`src/hw/insn_decoder_defines.svh`:
```
// byte encodings, limits and field values for the instruction field decoder
`ifndef INSN_DECODER_DEFINES_SVH
`define INSN_DECODER_DEFINES_SVH
`define MAX_INSN_LEN 4'hf
`define PFX_ES 8'h26
`define PFX_CS 8'h2e
`define PFX_SS 8'h36
`define PFX_DS 8'h3e
`define PFX_FS 8'h64
`define PFX_GS 8'h65
`define PFX_OPSZ 8'h66
`define PFX_ADSZ 8'h67
`define PFX_LOCK 8'hf0
`define PFX_REPEAT_WHILE_UNEQUAL 8'hf2
`define PFX_REPE 8'hf3
`define OP_ESCAPE 8'h0f
`define OP_GRP80 8'h80
`define GP_ERROR_CODE 16'h0000
`define SEG_ES 3'h0
`define SEG_CS 3'h1
`define SEG_SS 3'h2
`define SEG_DS 3'h3
`define SEG_FS 3'h4
`define SEG_GS 3'h5
`define MOD_REG 2'h3
`define MOD_NODISP 2'h0
`define MOD_D8 2'h1
`define MOD_DFULL 2'h2
`define RM_SIB 3'h4
`define RM_D32 3'h5
`define RM_D16 3'h6
`define IDX_NONE 3'h4
`define BASE_ESP 3'h4
`define BASE_EBP 3'h5
`endif

```
`src/hw/insn_decoder_pkg.sv`:
```
// types shared by the decoder modules
package insn_decoder_pkg;
  typedef enum logic [1:0] {sz_none, sz_1, sz_2, sz_4} fld_size_t;
  typedef struct packed {
    logic fault;
    logic [15:0] error_code;
    logic [3:0] length;
    logic [7:0] opcode0;
    logic [7:0] opcode1;
    logic two_byte;
    logic [2:0] op_ext;
    logic op32;
    logic addr32;
    logic width;
    logic dir;
    logic sign_ext;
    logic [2:0] reg_sel;
    logic reg_is_byte;
    logic [1:0] mode;
    logic [2:0] rm;
    logic rm_is_reg;
    logic has_sib;
    logic [1:0] scale;
    logic [2:0] index;
    logic index_used;
    logic [2:0] base;
    logic base_used;
    logic ea_undefined;
    logic [2:0] seg;
    logic [1:0] seg_select_narrow;
    logic [2:0] seg_select_wide;
    logic seg_wide_valid;
    logic [2:0] spec_sel;
    logic ctl_ok;
    logic dbg_ok;
    logic tst_ok;
    logic lock;
    logic repeat_while_unequal;
    logic repeat_while_equal;
    logic [31:0] disp;
    logic [31:0] imm;
  } decoded_t;
endpackage : insn_decoder_pkg

```
`src/hw/dec_stream_if.sv`:
```
// valid/ready carrier for decoded instructions
`timescale 1ns/1ps
interface dec_stream_if;
  import insn_decoder_pkg::*;
  logic valid;
  logic ready;
  decoded_t data;
  modport src (output valid, output data, input ready);
  modport dst (input valid, input data, output ready);
endinterface : dec_stream_if

```
`src/hw/dec_skid_buffer.sv`:
```
// two-entry buffer between decoder and execution pipeline
`timescale 1ns/1ps
module dec_skid_buffer
  import insn_decoder_pkg::*;
#(
  parameter int DEPTH = 2
) (
  input wire logic ref_clk,
  input wire logic resetn,
  dec_stream_if.dst in_s,
  output logic out_valid,
  input wire logic out_ready,
  output decoded_t out_data
);
  if (DEPTH != 2) begin : g_depth_check
    $error("dec_skid_buffer supports depth 2 only");
  end
  typedef struct packed {
    decoded_t [1:0] mem;
    logic rd;
    logic wr;
    logic [1:0] cnt;
  } skid_state_t;
  skid_state_t st, next_st;
  logic push, pop;
  assign in_s.ready = (st.cnt != 2'h2);
  assign out_valid = (st.cnt != 2'h0);
  assign out_data = st.mem[st.rd];
  assign push = in_s.valid && in_s.ready;
  assign pop = out_valid && out_ready;
  always_comb begin
    next_st = st;
    if (push) begin
      next_st.mem[st.wr] = in_s.data;
      next_st.wr = ~st.wr;
    end
    if (pop) next_st.rd = ~st.rd;
    next_st.cnt = 2'(st.cnt + {1'b0, push} - {1'b0, pop});
  end
  always_ff @(posedge ref_clk or negedge resetn) begin
    if (!resetn) st <= '0;
    else st <= next_st;
  end
endmodule : dec_skid_buffer

```
`src/hw/modrm_decode.sv`:
```
// addressing-form and scale-index-base field decode
`timescale 1ns/1ps
`include "insn_decoder_defines.svh"
module modrm_decode
  import insn_decoder_pkg::*;
(
  input wire logic [7:0] modrm,
  input wire logic [7:0] sib,
  input wire logic addr32,
  input wire logic [2:0] seg_override,
  input wire logic seg_override_valid,
  output logic has_sib,
  output fld_size_t disp_size,
  output logic [2:0] seg,
  output logic index_used,
  output logic base_used,
  output logic ea_undefined
);
  logic [1:0] md;
  logic [2:0] rm;
  logic [2:0] dseg;
  assign md = modrm[7:6];
  assign rm = modrm[2:0];
  always_comb begin
    has_sib = 1'b0;
    disp_size = sz_none;
    dseg = `SEG_DS;
    index_used = 1'b0;
    base_used = 1'b1;
    ea_undefined = 1'b0;
    if (md == `MOD_REG) begin
      base_used = 1'b0;
    end else if (!addr32) begin
      // 16-bit forms; bp-based default to ss
      if (md == `MOD_D8) disp_size = sz_1;
      else if (md == `MOD_DFULL) disp_size = sz_2;
      else if (rm == `RM_D16) begin
        disp_size = sz_2;
        base_used = 1'b0;
      end
      if (rm == 3'h2 || rm == 3'h3 || (rm == `RM_D16 && md != `MOD_NODISP)) dseg = `SEG_SS;
      index_used = (rm[2] == 1'b0);
    end else begin
      if (md == `MOD_D8) disp_size = sz_1;
      else if (md == `MOD_DFULL) disp_size = sz_4;
      if (rm == `RM_SIB) begin
        has_sib = 1'b1;
        index_used = (sib[5:3] != `IDX_NONE);
        ea_undefined = (sib[5:3] == `IDX_NONE) && (sib[7:6] != 2'h0);
        if (md == `MOD_NODISP && sib[2:0] == `BASE_EBP) begin
          disp_size = sz_4;
          base_used = 1'b0;
        end else if (sib[2:0] == `BASE_ESP || sib[2:0] == `BASE_EBP) dseg = `SEG_SS;
      end else if (md == `MOD_NODISP && rm == `RM_D32) begin
        disp_size = sz_4;
        base_used = 1'b0;
      end else if (rm == `BASE_EBP) dseg = `SEG_SS;
    end
    seg = seg_override_valid ? seg_override : dseg;
  end
endmodule : modrm_decode

```
`src/hw/insn_field_decoder.sv`:
```
// byte-serial instruction field decoder, top level
// ----------------------------------------------------------------
// ----------------------------------------------------------------
`timescale 1ns/1ps
`include "insn_decoder_defines.svh"
module insn_field_decoder
  import insn_decoder_pkg::*;
(
  input wire logic ref_clk,
  input wire logic resetn,
  input wire logic default_32,
  input wire logic byte_valid,
  output logic byte_ready,
  input wire logic [7:0] byte_data,
  output logic dec_valid,
  input wire logic dec_ready,
  output decoded_t dec_data
);
  typedef enum logic [2:0] {st_prefix, st_op2, st_modrm, st_sib, st_dsize, st_disp, st_imm, st_emit} phase_t;
  typedef struct packed {
    phase_t phase;
    decoded_t d;
    logic [2:0] seg_ovr;
    logic seg_ovr_valid;
    logic opsz_flip;
    logic adsz_flip;
    logic [2:0] left;
    logic [2:0] imm_len;
    logic [1:0] shift;
    logic [7:0] sib;
  } dec_state_t;
  dec_state_t st, next_st;
  dec_stream_if out_s ();
  logic take;
  logic has_sib;
  fld_size_t disp_size;
  logic [2:0] seg;
  logic index_used, base_used, ea_undef;
  logic [7:0] modrm_b, sib_b;
  logic op32_eff, addr32_eff;

  function automatic logic [2:0] sz_bytes(input fld_size_t s);
    case (s)
      sz_1: sz_bytes = 3'h1;
      sz_2: sz_bytes = 3'h2;
      sz_4: sz_bytes = 3'h4;
      default: sz_bytes = 3'h0;
    endcase
  endfunction : sz_bytes

  // immediate length from opcode: only the common forms carry one
  function automatic fld_size_t imm_size(input logic [7:0] op, input logic two, input logic op32);
    fld_size_t full;
    full = op32 ? sz_4 : sz_2;
    imm_size = sz_none;
    if (!two) begin
      if (op == `OP_GRP80 || op == 8'h82 || op == 8'h83 || op == 8'hc6 || op[7:3] == 5'h16) imm_size = sz_1;
      if (op == 8'h81 || op == 8'hc7 || op[7:3] == 5'h17 || op == 8'h69) imm_size = full;
      if (op[7:6] == 2'h0 && op[2:1] == 2'h2) imm_size = op[0] ? full : sz_1;
    end else if (op == 8'hba) imm_size = sz_1;
  endfunction : imm_size

  function automatic logic needs_modrm(input logic [7:0] op, input logic two);
    if (two) needs_modrm = (op[7:4] != 4'h8) && (op[7:3] != 5'h19);
    else needs_modrm = (op[7:6] == 2'h0 && op[2] == 1'b0) || op[7:4] == 4'h8 || op == 8'h69 || op == 8'h6b ||
                       op == 8'hc6 || op == 8'hc7 || op[7:4] == 4'hd || op == 8'hf6 || op == 8'hf7 ||
                       op == 8'hfe || op == 8'hff || op == 8'h62 || op == 8'h63;
  endfunction : needs_modrm

  assign modrm_b = {st.d.mode, st.d.op_ext, st.d.rm};
  assign sib_b = st.sib;

  modrm_decode u_modrm (
    .modrm(modrm_b),
    .sib(sib_b),
    .addr32(addr32_eff),
    .seg_override(st.seg_ovr),
    .seg_override_valid(st.seg_ovr_valid),
    .has_sib(has_sib),
    .disp_size(disp_size),
    .seg(seg),
    .index_used(index_used),
    .base_used(base_used),
    .ea_undefined(ea_undef)
  );

  // sizes follow the live default so the first instruction after reset is right too
  assign op32_eff = default_32 ^ st.opsz_flip;
  assign addr32_eff = default_32 ^ st.adsz_flip;

  // settling phases take no byte, so nothing is swallowed while they run
  always_comb begin
    case (st.phase)
      st_prefix, st_op2, st_modrm: byte_ready = 1'b1;
      st_sib: byte_ready = has_sib;
      st_disp, st_imm: byte_ready = (st.left != 3'h0);
      default: byte_ready = 1'b0;
    endcase
  end
  assign take = byte_valid && byte_ready;
  assign out_s.valid = (st.phase == st_emit);
  assign out_s.data = st.d;

  dec_skid_buffer #(.DEPTH(2)) u_buf (
    .ref_clk(ref_clk),
    .resetn(resetn),
    .in_s(out_s),
    .out_valid(dec_valid),
    .out_ready(dec_ready),
    .out_data(dec_data)
  );

  // ----------------------------------------------------------------
  // byte sequencing
  // ----------------------------------------------------------------
  always_comb begin
    logic [7:0] b;
    fld_size_t isz;
    b = byte_data;
    isz = sz_none;
    next_st = st;
    if (take) begin
      next_st.d.length = 4'(st.d.length + 4'h1);
    end
    if (take && st.d.length == `MAX_INSN_LEN) begin
      // a sixteenth byte ends the word at once; the tail stays in the stream
      next_st.d.fault = 1'b1;
      next_st.d.error_code = `GP_ERROR_CODE;
      next_st.phase = st_emit;
    end else begin
      case (st.phase)
        st_prefix: begin
          if (take) begin
            case (b)
              `PFX_ES: {next_st.seg_ovr, next_st.seg_ovr_valid} = {`SEG_ES, 1'b1};
              `PFX_CS: {next_st.seg_ovr, next_st.seg_ovr_valid} = {`SEG_CS, 1'b1};
              `PFX_SS: {next_st.seg_ovr, next_st.seg_ovr_valid} = {`SEG_SS, 1'b1};
              `PFX_DS: {next_st.seg_ovr, next_st.seg_ovr_valid} = {`SEG_DS, 1'b1};
              `PFX_FS: {next_st.seg_ovr, next_st.seg_ovr_valid} = {`SEG_FS, 1'b1};
              `PFX_GS: {next_st.seg_ovr, next_st.seg_ovr_valid} = {`SEG_GS, 1'b1};
              `PFX_OPSZ: next_st.opsz_flip = 1'b1;
              `PFX_ADSZ: next_st.adsz_flip = 1'b1;
              `PFX_LOCK: next_st.d.lock = 1'b1;
              `PFX_REPEAT_WHILE_UNEQUAL: next_st.d.repeat_while_unequal = 1'b1;
              `PFX_REPE: next_st.d.repeat_while_equal = 1'b1;
              `OP_ESCAPE: begin
                next_st.d.opcode0 = b;
                next_st.d.two_byte = 1'b1;
                next_st.phase = st_op2;
              end
              default: begin
                next_st.d.opcode0 = b;
                next_st.d.width = b[0];
                next_st.d.dir = b[1];
                // only the 80-83 immediate group and the 6a/6b forms carry a sign-extension bit
                next_st.d.sign_ext = b[1] && (b[7:2] == 6'h20 || b[7:2] == 6'h1a);
                next_st.d.reg_sel = b[2:0];
                if (needs_modrm(b, 1'b0)) begin
                  next_st.phase = st_modrm;
                end else begin
                  isz = imm_size(b, 1'b0, op32_eff);
                  next_st.left = sz_bytes(isz);
                  next_st.imm_len = sz_bytes(isz);
                  next_st.phase = st_imm;
                end
              end
            endcase
          end
        end
        st_op2: begin
          if (take) begin
            next_st.d.opcode1 = b;
            next_st.d.width = b[0];
            next_st.d.dir = b[1];
            if (needs_modrm(b, 1'b1)) begin
              next_st.phase = st_modrm;
            end else begin
              isz = imm_size(b, 1'b1, op32_eff);
              next_st.left = sz_bytes(isz);
              next_st.imm_len = sz_bytes(isz);
              next_st.phase = st_imm;
            end
          end
        end
        st_modrm: begin
          if (take) begin
            next_st.d.mode = b[7:6];
            next_st.d.op_ext = b[5:3];
            next_st.d.reg_sel = b[5:3];
            next_st.d.spec_sel = b[5:3];
            next_st.d.seg_select_wide = b[5:3];
            next_st.d.seg_select_narrow = b[4:3];
            next_st.d.rm = b[2:0];
            next_st.d.rm_is_reg = (b[7:6] == `MOD_REG);
            next_st.phase = st_sib;
          end
        end
        st_sib: begin
          if (!has_sib) begin
            next_st.phase = st_dsize;
          end else if (take) begin
            next_st.sib = b;
            next_st.phase = st_dsize;
          end
        end
        st_dsize: begin
          // settling cycle: a sib base of 101 changes the displacement size
          next_st.left = sz_bytes(disp_size);
          next_st.shift = 2'h0;
          next_st.d.disp = '0;
          next_st.phase = st_disp;
        end
        st_disp: begin
          if (st.left == 3'h0) begin
            if (disp_size == sz_1) next_st.d.disp = {{24{st.d.disp[7]}}, st.d.disp[7:0]};
            isz = imm_size(st.d.two_byte ? st.d.opcode1 : st.d.opcode0, st.d.two_byte, op32_eff);
            next_st.left = sz_bytes(isz);
            next_st.imm_len = sz_bytes(isz);
            next_st.shift = 2'h0;
            next_st.d.imm = '0;
            next_st.phase = st_imm;
          end else if (take) begin
            next_st.d.disp[{st.shift, 3'h0} +: 8] = b;
            next_st.shift = 2'(st.shift + 2'h1);
            next_st.left = 3'(st.left - 3'h1);
          end
        end
        st_imm: begin
          if (st.left == 3'h0) begin
            if (st.imm_len == 3'h1 && st.d.sign_ext) begin
              next_st.d.imm = op32_eff ? {{24{st.d.imm[7]}}, st.d.imm[7:0]} :
                              {16'h0000, {8{st.d.imm[7]}}, st.d.imm[7:0]};
            end
            // every derived field is frozen here, so the emitted word is all flops
            next_st.d.op32 = op32_eff;
            next_st.d.addr32 = addr32_eff;
            next_st.d.has_sib = has_sib;
            next_st.d.scale = st.sib[7:6];
            next_st.d.index = st.sib[5:3];
            next_st.d.base = has_sib ? st.sib[2:0] : st.d.rm;
            next_st.d.index_used = index_used;
            next_st.d.base_used = base_used;
            next_st.d.ea_undefined = ea_undef;
            next_st.d.seg = seg;
            next_st.d.reg_is_byte = ~st.d.width;
            next_st.d.seg_wide_valid = (st.d.seg_select_wide[2:1] != 2'h3);
            next_st.d.ctl_ok = (st.d.spec_sel == 3'h0) || (st.d.spec_sel == 3'h2) || (st.d.spec_sel == 3'h3);
            next_st.d.dbg_ok = (st.d.spec_sel[2:1] != 2'h2);
            next_st.d.tst_ok = (st.d.spec_sel >= 3'h3);
            next_st.phase = st_emit;
          end else if (take) begin
            next_st.d.imm[{st.shift, 3'h0} +: 8] = b;
            next_st.shift = 2'(st.shift + 2'h1);
            next_st.left = 3'(st.left - 3'h1);
          end
        end
        st_emit: begin
          if (out_s.ready) begin
            // nothing of this word's prefixes survives into the next
            next_st = '0;
            next_st.phase = st_prefix;
          end
        end
        default: next_st.phase = st_prefix;
      endcase
    end
  end

  always_ff @(posedge ref_clk or negedge resetn) begin
    if (!resetn) st <= '0;
    else st <= next_st;
  end
endmodule : insn_field_decoder

```
`config.mk`:
```
export PLATFORM = sky130hd
export DESIGN_NAME = insn_field_decoder
export DESIGN_NICKNAME = d
export VERILOG_FILES = /design/src/hw/insn_decoder_pkg.sv /design/src/hw/dec_stream_if.sv /design/src/hw/dec_skid_buffer.sv /design/src/hw/modrm_decode.sv /design/src/hw/insn_field_decoder.sv
export VERILOG_INCLUDE_DIRS = /design/src /design/src/hw
export SDC_FILE = /design/constraint.sdc
export NUM_CORES = 1
export LEC_CHECK = 0
export BUFFER_PORTS_ARGS = -buffer_cell sky130_fd_sc_hd__buf_2
export CAP_MARGIN = 20
export CORE_AREA = 2 2 182 184
export CTS_CLUSTER_SIZE = 10
export DETAILED_ROUTE_END_ITERATION = 16
export DIE_AREA = 0 0 184 186
export PLACE_DENSITY = 0.82
export SLEW_MARGIN = 20
export SYNTH_ARGS = -nofsm -noshare
export SYNTH_HDL_FRONTEND = slang
export SYNTH_SLANG_ARGS = --single-unit
export TNS_END_PERCENT = 10
```
`constraint.sdc`:
```
create_clock -name ref_clk -period 3.36 [get_ports ref_clk]
set_clock_uncertainty 0.1 [all_clocks]
set_input_delay 0.672 -clock ref_clk [delete_from_list [all_inputs] [get_ports ref_clk]]
set_output_delay 0.672 -clock ref_clk [all_outputs]
set_load 0.01 [all_outputs]
```
# Word level (Yosys, flattened, before mapping)
# Cells that the tools add are included.
[classes]
bitwise = 8
muxes = 164
reduce_logical = 99
n_eq_ne = 121
n_shift = 2
n_addsub = 6
n_lt_le_gt_ge = 4
[ops]
columns = ["cell", "n"]
rows = [
  ["150-bit 2-to-1 mux", 3],
  ["300-bit bitwise mux", 1],
  ["32-bit 2-to-1 mux", 8],
  ["32-bit one-hot mux with 3 select lines", 2],
  ["175-bit 2-to-1 mux", 1],
  ["8-bit == test, second input constant", 21],
  ["155-bit 2-to-1 mux", 1],
  ["150-bit demux with 1-bit select", 1],
  ["8-bit by 7-bit == test with 1-bit output, second input constant", 9],
  ["3-bit 2-to-1 mux", 23],
  ["2-bit 2-to-1 mux", 34],
  ["32-bit bitwise mux", 2],
  ["5-bit AND reduction", 12],
  ["8-bit one-hot mux with 2 select lines", 3],
  ["3-bit one-hot mux with 3 select lines", 5],
  ["6-bit 2-to-1 mux", 7],
  ["1-bit 2-to-1 mux", 41],
  ["8-bit 2-to-1 mux", 5],
  ["2-bit inequality test, second input constant", 19],
  ["3-bit inequality test, second input constant", 12],
  ["8-bit by 6-bit == test with 1-bit output, second input constant", 4],
  ["1-bit logical OR", 32],
  ["8-bit by 7-bit variable shift with 32-bit output, first input constant", 1],
  ["8-bit by 7-bit variable part select with 32-bit output", 1],
  ["other kinds (60)", 156],
]
[totals]
regBits = 479
input_bits = 13
out_inout_bits = 152

# Logic depth before layout (Yosys ltp)
# Gate-level depths: netlist of the first run.
[logic_depth]
depth_word = 30
mapped_depth = 11
mapped_depth_nobuf = 9

# By module
# A second synthesis of the first run with hierarchy kept.
[hier_totals]
cells_unflattened = 1627
area_unflattened_um2 = 21862.2
[by_module_without_submodules]
columns = ["module", "cells_per_inst", "seq_area_each_um2", "area_each_um2", "instances"]
rows = [
  ["dec_skid_buffer", 818, 7607.3, 13928.4, 1],
  ["insn_field_decoder", 772, 3778.6, 7662.3, 1],
  ["modrm_decode", 37, 0.0, 271.5, 1],
]

# Least setup slack after synthesis of the first run
# OpenSTA, ideal clock, no wires.
[synth_timing]
kind = "input to register"
start = "input port byte_data[6]"
end = "register st[13] in the netlist's numbering"
t_required_ps = 3137
arrival_time_ps = 2384
path_slack_ps = 753
stages = 8
setup_time_ps = 123
cell_sequence = "buf_2 -> nor2b_1 -> and3_1 -> nor4_2 -> a21oi_1 -> nor3_2 -> o211ai_1 -> o221a_1"
[synth_via]
elab_chain_len = 20
elab_cells_between_ends = 95
[synth_lines]
columns = ["element", "line_no", "text"]
rows = [
  ["start, declared", "insn_field_decoder.sv:14", "input wire logic [7:0] byte_data,"],
  ["parallel branches: the longest is 20 deep, another holds 8-bit == test", "-", ""],
  ["end signal, assigned", "insn_field_decoder.sv:271", "else st <= next_st;"],
  ["end, declared", "insn_field_decoder.sv:32", "dec_state_t st, next_st;"],
]
# Several ways; the timed one is not identified. The select of a mux whose other input is x is not followed.
# A chain may end at the register's enable or synchronous reset.

# Worst setup path in the final report of the first run
[layout_timing]
start = "register st, in the netlist modrm_b[7]"
end = "output port byte_ready"
[layout_via]
elab_chain_len = 3
[layout_lines]
columns = ["element", "line_no", "text"]
rows = [
  ["2-bit == test (no source line)", "-", ""],
  ["1-bit 2-to-1 mux", "modrm_decode.sv:31", "if (md == `MOD_REG) begin"],
  ["1-bit one-hot mux with 3 select lines", "insn_field_decoder.sv:93", "case (st.phase)"],
  ["end, declared", "insn_field_decoder.sv:13", "output logic byte_ready,"],
]
# No other way between the ends.

==> results of run 1 <==
-- power groups by stage --
stage	clock network [mW]	registers, mW	logic [mW]
2_1_floorplan	0	7.59	6.98
3_3_place_gp	0	8.11	9.08
3_5_place_dp	0	8.29	9.31
4_1_cts	4.41	8.25	9.41
5_1_grt	4.65	8.51	10.2
6_report	4.36	8.28	9.38
-- layer usage --
layer / GRT usage, % / part of all wire [%]
met1: 37.4 / 43
met2: 44.4 / 48
met3: 5.30 / 6.3
met4: 9.02 / 2.6
met5: 0 / 0.078
-- how the worst max path moves through the flow --
stage | cells after the start | end | start
after detailed placement | 8 | out_s.data[85] | default_32
after global placement | 8 | st[13] | byte_data[1]
after CTS | 6 | byte_ready | modrm_b[7]
after floorplan | 8 | st[13] | byte_data[6]
after global routing | 6 | byte_ready | modrm_b[6]
final | 6 | byte_ready | modrm_b[7]
-- layout by cell type, fill, tap and decap left out, drive strengths merged, types with 11 or more instances in the layout --
cell      n
mux2    406
clkbuf   58
nor3b    11
o31ai    12
o21ai    59
inv      19
o22a     50
a21oi    49
nand2    74
conb     16
and2     13
nor2b    15
nand2b   11
dfrtp   407
nand3    16
nor2    111
ha       14
nor3     20
buf     199
a22o     17
-- worst max-delay path: cells and delay by family, from the launching register on --
kind,cells,cell delay (ns)
AND/OR/NAND/NOR,2,0.72
flip-flops,1,0.42
AO/OA/AOI/OAI,2,0.33
adder cells (fa/ha/maj),1,0.22
buffers and inverters,1,0.19
-- registers in the layout, indices dropped and copies added, names as in the netlist --
signal and flops:
modrm_b 8, out_s.data 118, sib_b 8, u_buf.st 256, st 17
-- cell families after synthesis --
kind of cell               synth area share (%)
other                                    0.0195
buffers and inverters                      3.33
and+or+nand+nor                            8.96
DFF                                        53.0
muxes                                      24.2
AOI/OAI and AO/OA                          8.93
xor gates and xnor gates                  0.586
adders and majority gates                 0.912
-- area by class of cell --
cell class / count / area (um^2)
clock buffer: 58 / 1250
sequential: 407 / 10200
timing repair buffer: 199 / 1260
fill: 2301 / 10500
clock inverter: 1 / 8.76
antenna: 1 / 2.50
inverter: 18 / 67.6
multi-input combinational: 1019 / 8450
tap: 408 / 510
-- per-stage QoR --
stage                     hold slack, ns  power [mW]
after floorplan                    0.276        14.6
after global placement             0.357        17.2
after detailed placement           0.365        17.6
after CTS                         0.0778        22.1
after global routing              0.0940        23.3
final                             0.0518        22.0
-- synthesized netlist by cell type (all sizes together), types with 5 or more instances --
cell,n
clkbuf,62
o21ai,59
and2,13
a22o,17
a31oi,5
and3,6
xor2,5
nand3,16
o31ai,12
ha,14
o22a,50
nor3b,11
xnor2,7
nand2,74
nand2b,11
mux2,406
o22ai,5
nor3,20
nand4,6
nor2,111
buf,56
nor4b,5
a21oi,49
nor4,8
nor2b,15
or2,7
dfrtp,407
or3,5
inv,18
==> results.yml, run 1 <==
timing:
  timing.fmax_ghz: 0.314
  slew_headroom_pct: 37.6
  period_share_pct: 94.8
  setup_viol: 0
  finalWorstSetupSlack_ns: 0.175
  drv_slew: 0
  finalSetupTns_ns: 0
  tightest_slew_ns: 0.929
  hold_violations: 0
  period_minus_slack_ns: 3.19
  rsz0062_at_grt: "no"
floorplanning:
  ioPinCount: 165
  die-height_um: 186
  die_width_um: 184
  initial_core_util_pct: 59.6
  die_area_um2: 34200
  rows: 66
  core-area_um2: 32200
pwr:
  total_leakage_power_nw: 10.6
  pwr-share-comb_pct: 42.6
  swShare_pct: 36.8
  internal_power_mw: 13.9
  clock_power_share_pct: 19.8
  switchingPower_mw: 8.09
  power_frac_seq_pct: 37.6
  p_per_area_nw_per_um2: 1010
  ir_drop_uv: 436
clock_tree:
  cts-root-buf: "clkbuf_16"
  path_clk_slew_ns: 0.05
  cts_tree: "built"
  numClockSinks: 407
  hold_buffers: 0
  post_cts_buffers: 0
  post_cts_resized: 0
  htree_levels: 2
  insertion_delay_ns: 0.54
  cts_buffers: 47
  clockBufferDepth: 3
placement:
  hpwl_mm: 31.2
  dp_slack_ns: 0.244
  port_buffers: 148
  routabilityCongestion: 0.960
  placed_area_um2: 20500
  place_inst: 2051
setup_path:
  critPathArrivalTime_ns: 2.41
  reg2reg_from: "st[173]"
  crit_type: "reg -> out"
  crit_path_max_fanout: 5
  reg2reg_depth: 7
  critPathMaxStageDelay_ns: 0.42
  start_kind: "flip-flop"
  slowest_stage: "dfrtp_1"
  rrSetupSlack_ns: 0.31
  crit_required_ns: 2.59
  r2r_end: "out_s.data[82]"
  timing.critical_path.mode_cell: "a21oi_1"
  crit_path_cell_trace: "ha_1, nor4b_2, and2_2, a21oi_1, a21oi_1, buf_2"
  critical_path.endpoint_type: "primary output"
global_route:
  gr-total-overflow: 0
  grt_pass1_wl_mm: 73.7
  antenna_found_initial: 8
  grt_pass1_vias: 13500
  grt_max_degree: 86
  track_usage_pct: 27.4
synth:
  ys_top_cells_by_area: "dfrtp_1 53%, mux2_2 22%, o22a_1 2.3%"
  syn_inst: 1547
  synth_area_um2: 19200
  ys_warn_count: 0
  synth_top_area_share_pct: 53.0
  ys.flop_type: "dfrtp_1"
  synth-seq-cells: 407
  ys_async_sr_fraction_pct: 100
  ys_types: 85
  synth-edff-count: 0
  synth-seq-area-share_pct: 53.0
  synth_top_area_cell: "dfrtp_1"
  post_synth.cell_area_avg_um2: 12.4
drt:
  wire_per_inst_um: 21.9
  drt_iter0_markers: 969
  drc: 0
  totalWireLength_mm: 46.3
  firstDrtPassIters: 5
  ant_nets: 0
  dr_total_vias: 13000
  via_per_inst: 6.17
finish:
  drive_above_1_share_pct: 39.8
  layout.nets: 1719
  final_cells: 2111
  area_growth_pct: 13.2
  stdcell_area_um2: 21700
  postLayoutCoreUtil_pct: 67.5
run:
  cap_violations: 0
outcome:
  status: "finished clean"
min_path:
  hold_class: "in -> async"
(Power assumes the default switching activity.)
==> run 2: changes to the inputs <==
ABC_CLOCK_PERIOD_IN_PS = 3360   (was unset)
CORE_AREA = 2 2 193 195   (was 2 2 182 184)
DIE_AREA = 0 0 195 197   (was 0 0 184 186)
SLEW_MARGIN = unset   (was 20)
SYNTH_HIERARCHICAL = 1   (was unset)
==> run 2 against run 1 <==
Die area grew 12%. Maximum frequency shrank 1.9%. Power grew 19%.
==> results.yml, run 2 <==
placement:
  port_buffers: 164
  hpwl_mm: 35.1
  placed_area_um2: 23500
  routabilityCongestion: 0.915
pwr:
  pwr-share-comb_pct: 43.8
  power_frac_seq_pct: 37.3
  ir_drop_uv: 577
  p_per_area_nw_per_um2: 1050
  clock_power_share_pct: 18.8
  internal_power_mw: 16.8
  total_leakage_power_nw: 12.0
  switchingPower_mw: 9.42
  total_power_mw: 26.2
  swShare_pct: 35.9
synth:
  synth-simple-area-share_pct: 6.57
  synth_top_area_share_pct: 52.1
  synth_top_family_by_area: "multiplexers"
  synth-seq-area-share_pct: 52.1
  synth_fa_ha_area_share_pct: 0.858
  muxShareOfSynthArea_pct: 29.1
  post_synth.cell_area_avg_um2: 13.4
  synth_compound_area_share_pct: 7.69
  ys_types: 78
  synth_top_area_cell: "dfrtp_1"
  synth_area_um2: 21900
  ys_top_cells_by_count: "455 x dfrtp_1, 283 x mux2_2, 200 x mux2_4"
  yosysMostFrequentCell: "dfrtp_1"
  synth_xor_area_share_pct: 0.521
  syn_inst: 1627
  synth-seq-cells: 455
  ys.flop_type: "dfrtp_1"
  ys_top_cells_by_area: "dfrtp_1 52%, mux2_2 15%, mux2_4 14%"
  ys_async_sr_fraction_pct: 100
  synth-edff-count: 0
  ys_warn_count: 6
drt:
  wire_per_inst_um: 22.4
  firstDrtPassIters: 6
  drc: 0
  drt_iter0_markers: 1098
  dr_total_vias: 14100
  totalWireLength_mm: 52.2
  ant_nets: 0
  via_per_inst: 6.06
global_route:
  antenna_found_initial: 1
  track_usage_pct: 27.4
  grt_pass1_vias: 14700
  gr-total-overflow: 0
  grt_pass1_wl_mm: 83.2
  grt_max_degree: 95
clock_tree:
  post_cts_resized: 0
  htree_levels: 2
  clockBufferDepth: 3
  cts_tree: "built"
  cts_buffers: 52
  path_clk_slew_ns: 0.06
  insertion_delay_ns: 0.59
  numClockSinks: 455
  post_cts_buffers: 0
  hold_buffers: 0
  cts-root-buf: "clkbuf_16"
setup_path:
  critical_path.endpoint_type: "primary output"
  critPathArrivalTime_ns: 2.47
  start_kind: "flip-flop"
  crit_buf_inv: 2
  crit_required_ns: 2.59
  crit_path_cell_trace: "ha_1, nor3b_2, nand3b_1, inv_1, nand2b_1, nand3_2, and2_1, buf_2"
  crit_type: "reg -> out"
  critPathMaxStageDelay_ns: 0.46
  crit_path_max_fanout: 7
  slowest_stage: "dfrtp_1"
  cp_top_family: "simple AND/OR/NAND/NOR gates"
min_path:
  hold_class: "in -> async"
floorplanning:
  die-height_um: 197
  initial_core_util_pct: 60.3
  die_width_um: 195
  ioPinCount: 165
  core-area_um2: 36300
  rows: 70
  die_area_um2: 38400
finish:
  final_common_cell: "dfrtp_1"
  seqCellArea_um2: 11400
  drive_above_1_share_pct: 43.2
  multi_input_comb_area_um2: 9930
  fill_cells: 2534
  stdcell_area_um2: 24900
  largest-register: "u_buf/st"
  largest_reg_flops: 304
  antenna_cells: 0
  final_cell_mix: "454 x dfrtp_1, 283 x mux2_2, 200 x mux2_4, 163 x buf_2, 97 x nor2_1"
  postLayoutCoreUtil_pct: 68.7
  layout.nets: 1883
  area_growth_pct: 14.0
timing:
  rsz0062_at_grt: "no"
  drv_slew: 0
  period_minus_slack_ns: 3.25
  timing.fmax_ghz: 0.308
  slew_headroom_pct: 39.4
  hold_violations: 0
  worst_hold_slack_ns: 0.00188
  tightest_slew_ns: 0.900
  period_share_pct: 96.6
  setup_viol: 0
  finalSetupTns_ns: 0
outcome:
  status: "finished clean"
run:
  cap_violations: 0
[run 2: layout make-up]
type                       instances  area share (%)
multi-input combinational       1083            39.8
sequential                       455            45.7
inverter                          26           0.392
clock buffer                      62            5.54
timing repair buffer             237            6.08
clock inverter                     3           0.100
tap                              468            2.35
[run 2: worst paths after layout]
path                                 start             end  slack (ns)  cells past startpoint
worst max-delay path            modrm_b[7]      byte_ready        0.11                      8
worst min-delay path                resetn    u_buf/st[51]       0.002                      1
worst max register to register  modrm_b[6]  out_s.data[48]        0.25                     12
worst min register to register      st[11]          st[11]        0.38                      2
max in group asynchronous           resetn   u_buf/st[221]        2.11                      2
min in group ref_clk             dec_ready     u_buf/st[3]        0.35                      3
[run 2: power by group through the flow]
stage | logic (mW) | clock network [mW] | registers (mW)
3_5_place_dp | 11.4 | 0 | 9.78
4_1_cts | 11.6 | 5.02 | 9.76
2_1_floorplan | 8.58 | 0 | 8.92
5_1_grt | 12.3 | 5.23 | 10.1
3_3_place_gp | 11.1 | 0 | 9.57
6_report | 11.5 | 4.94 | 9.80
[run 2: routing by layer]
metal  part of all wire [%]  routed length, um  global-route usage (%)  vias to the layer above
li1                       -                  -                       -                     6274
met3                    4.8               2480                    4.21                      112
met5                  0.021                 11                       0                        -
met1                     42              22100                    36.2                     7325
met4                    3.1               1600                    10.3                        2
met2                     50              26100                    46.0                      424
[run 2: kinds of logic after synthesis]
family,Yosys count
xor gates and xnor gates,13
and+or+nand+nor,286
buffers and inverters,120
other,1
muxes,500
AOI/OAI and AO/OA,237
adders and majority gates,15
DFF,455
[run 2: worst reg2reg max path: stages (launching register included)]
cell and delay (ns):
dfrtp_1 0.44, inv_1 0.13, ha_1 0.22, o2111ai_1 0.21, a311oi_1 0.39, nand2b_1 0.16, nand2_1 0.09, o21ai_0 0.07
a21oi_1 0.15, o211ai_1 0.11, buf_4 0.22, nor2_1 0.50, o22a_1 0.24
[run 2: per-stage QoR]
step / instances / worst slack (ns)
5_1_grt: 2334 / 0.0290
4_1_cts: 2334 / 0.0652
3_3_place_gp: 2269 / 0.0749
6_report: 2334 / 0.114
2_1_floorplan: 1658 / 0.169
3_5_place_dp: 2269 / 0.0415
==> run 3: changes to the inputs <==
BUFFER_PORTS_ARGS = unset   (was -buffer_cell sky130_fd_sc_hd__buf_2)
CORE_AREA = 2 2 188 190   (was 2 2 193 195)
CTS_CLUSTER_DIAMETER = 150   (was unset)
DIE_AREA = 0 0 190 192   (was 0 0 195 197)
DONT_BUFFER_PORTS = 1   (was unset)
PLACE_DENSITY = 0.81   (was 0.82)
==> run 3 against run 2 <==
Die area fell by 5.0%. Worst hold slack got worse by 0.30 ns. Critical path depth fell by 1. Non-clock buffer count fell by 193. Largest power group unchanged. Global-route usage rose by 0.054 points. Power fell by 5.2%. Core utilization rose by 0.67 points. The flow now finishes with violations (negative hold slack).
==> results.yml, run 3 (same netlist as run 2, synthesis figures left out) <==
outcome:
  status: "finished, violations left"
  violations: "negative hold slack"
timing:
  tightest_slew_ns: 1.02
  drv_slew: 0
  rsz0062_at_grt: "no"
  setup_viol: 0
  period_minus_slack_ns: 3.19
  hold_violations: 455
  worst_hold_slack_ns: -0.294
  timing.fmax_ghz: 0.313
  slew_headroom_pct: 31.8
  period_share_pct: 95.1
setup_path:
  start_kind: "flip-flop"
  crit_required_ns: 2.59
  critPathMaxStageDelay_ns: 0.47
  critPathArrivalTime_ns: 2.42
  crit_path_max_fanout: 7
  critical_path.endpoint_type: "primary output"
  slowest_stage: "dfrtp_1"
  crit_path_cell_trace: "ha_1, nor3b_2, nand3b_1, inv_1, nand2b_1, nand3_1, and2_1"
  crit_type: "reg -> out"
global_route:
  antenna_found_initial: 0
  gr-total-overflow: 0
  grt_pass1_wl_mm: 78.5
  track_usage_pct: 27.4
  grt_max_degree: 456
  grt_pass1_vias: 13900
drt:
  via_per_inst: 6.23
  wire_per_inst_um: 23.3
  ant_nets: 0
  dr_total_vias: 13200
  drc: 0
  totalWireLength_mm: 49.3
  firstDrtPassIters: 5
  drt_iter0_markers: 914
clock_tree:
  path_clk_slew_ns: 0.06
  cts_tree: "built"
  insertion_delay_ns: 0.57
  numClockSinks: 455
  clockBufferDepth: 3
  post_cts_buffers: 0
  htree_levels: 2
  cts-root-buf: "clkbuf_16"
  cts_buffers: 51
placement:
  placed_area_um2: 22400
  port_buffers: 0
  hpwl_mm: 32.0
  routabilityCongestion: 0.976
finish:
  drive_above_1_share_pct: 37.0
  largest-register: "u_buf/st"
  seqCellArea_um2: 11400
  multi_input_comb_area_um2: 9950
  largest_reg_flops: 304
  final_cell_mix: "454 x dfrtp_1, 283 x mux2_2, 200 x mux2_4, 91 x nor2_1, 73 x nand2_1"
  stdcell_area_um2: 23800
  antenna_cells: 0
  fill_cells: 2323
  layout.nets: 1689
  area_growth_pct: 8.84
  postLayoutCoreUtil_pct: 69.4
  final_common_cell: "dfrtp_1"
floorplanning:
  initial_core_util_pct: 63.8
  rows: 68
  die_area_um2: 36500
  die_width_um: 190
  die-height_um: 192
  core-area_um2: 34300
  ioPinCount: 165
pwr:
  p_per_area_nw_per_um2: 1050
  ir_drop_uv: 587
  total_leakage_power_nw: 11.0
  total_power_mw: 24.9
run:
  cap_violations: 0
min_path:
  hold_class: "in -> async"
-- run 3: cell types whose count changed in the layout (fill, tap and decap cells not counted), sizes merged --
cell,before,now
buf,237,44
clkbuf,62,54
inv,27,25
-- run 3: area by class of cell --
type,instances,area share (%)
flip-flops and latches,455,47.9
multi-input cells,1083,41.8
clock buffers,54,5.59
well taps,455,2.39
repair buffers,44,1.91
inverters,26,0.410
clock inverters,1,0.0315
-- run 3: path summary, 6_finish.rpt --
kind | start | to | slack (ns) | depth (start not counted)
setup reg to reg | modrm_b[7] | out_s.data[103] | 0.26 | 11
setup / recovery | modrm_b[7] | byte_ready | 0.17 | 7
max in group asynchronous | resetn | u_buf/st[102] | 2.62 | 0
hold reg to reg | st[11] | st[11] | 0.38 | 2
hold / removal | resetn | u_buf/st[204] | -0.29 | 0
min in group ref_clk | byte_data[3] | out_s.data[3] | 0.14 | 1
-- run 3: worst max-delay path, delay by kind of cell, from the launching register on --
kind / cells / cell delay, ns
adder cells (fa/ha/maj): 1 / 0.30
buffers and inverters: 1 / 0.10
flip-flops: 1 / 0.47
AND/OR/NAND/NOR: 5 / 0.97
-- run 3: through the flow --
step | instances | setup TNS [ns] | worst slack [ns]
after floorplan | 1658 | 0 | 0.169
after global placement | 2063 | 0 | 0.110
after detailed placement | 2063 | -0.122 | -0.0187
after CTS | 2118 | 0 | 0.128
after global routing | 2118 | 0 | 0.0317
final | 2118 | 0 | 0.165
-- run 3: repair_timing --
action / 4_1_cts / 5_1_grt
endpoints found under the hold margin: 455 / 455
resized for setup: 0 / 7
endpoints found under the setup margin: 0 / 42
-- run 3: power by group --
part,switching [mW],leakage [nW],internal (mW)
Sequential,1.96,5.81,7.83
Combinational,4.90,4.56,5.44
Clock,2.00,0.654,2.75
-- run 3: routing by layer --
layer	vias up	wire (um)	track usage (%)
li1	5862	-	-
met1	6809	21100	36.1
met2	422	24200	45.7
met3	103	2600	5.55
met4	0	1410	9.09
met5	-	0	0
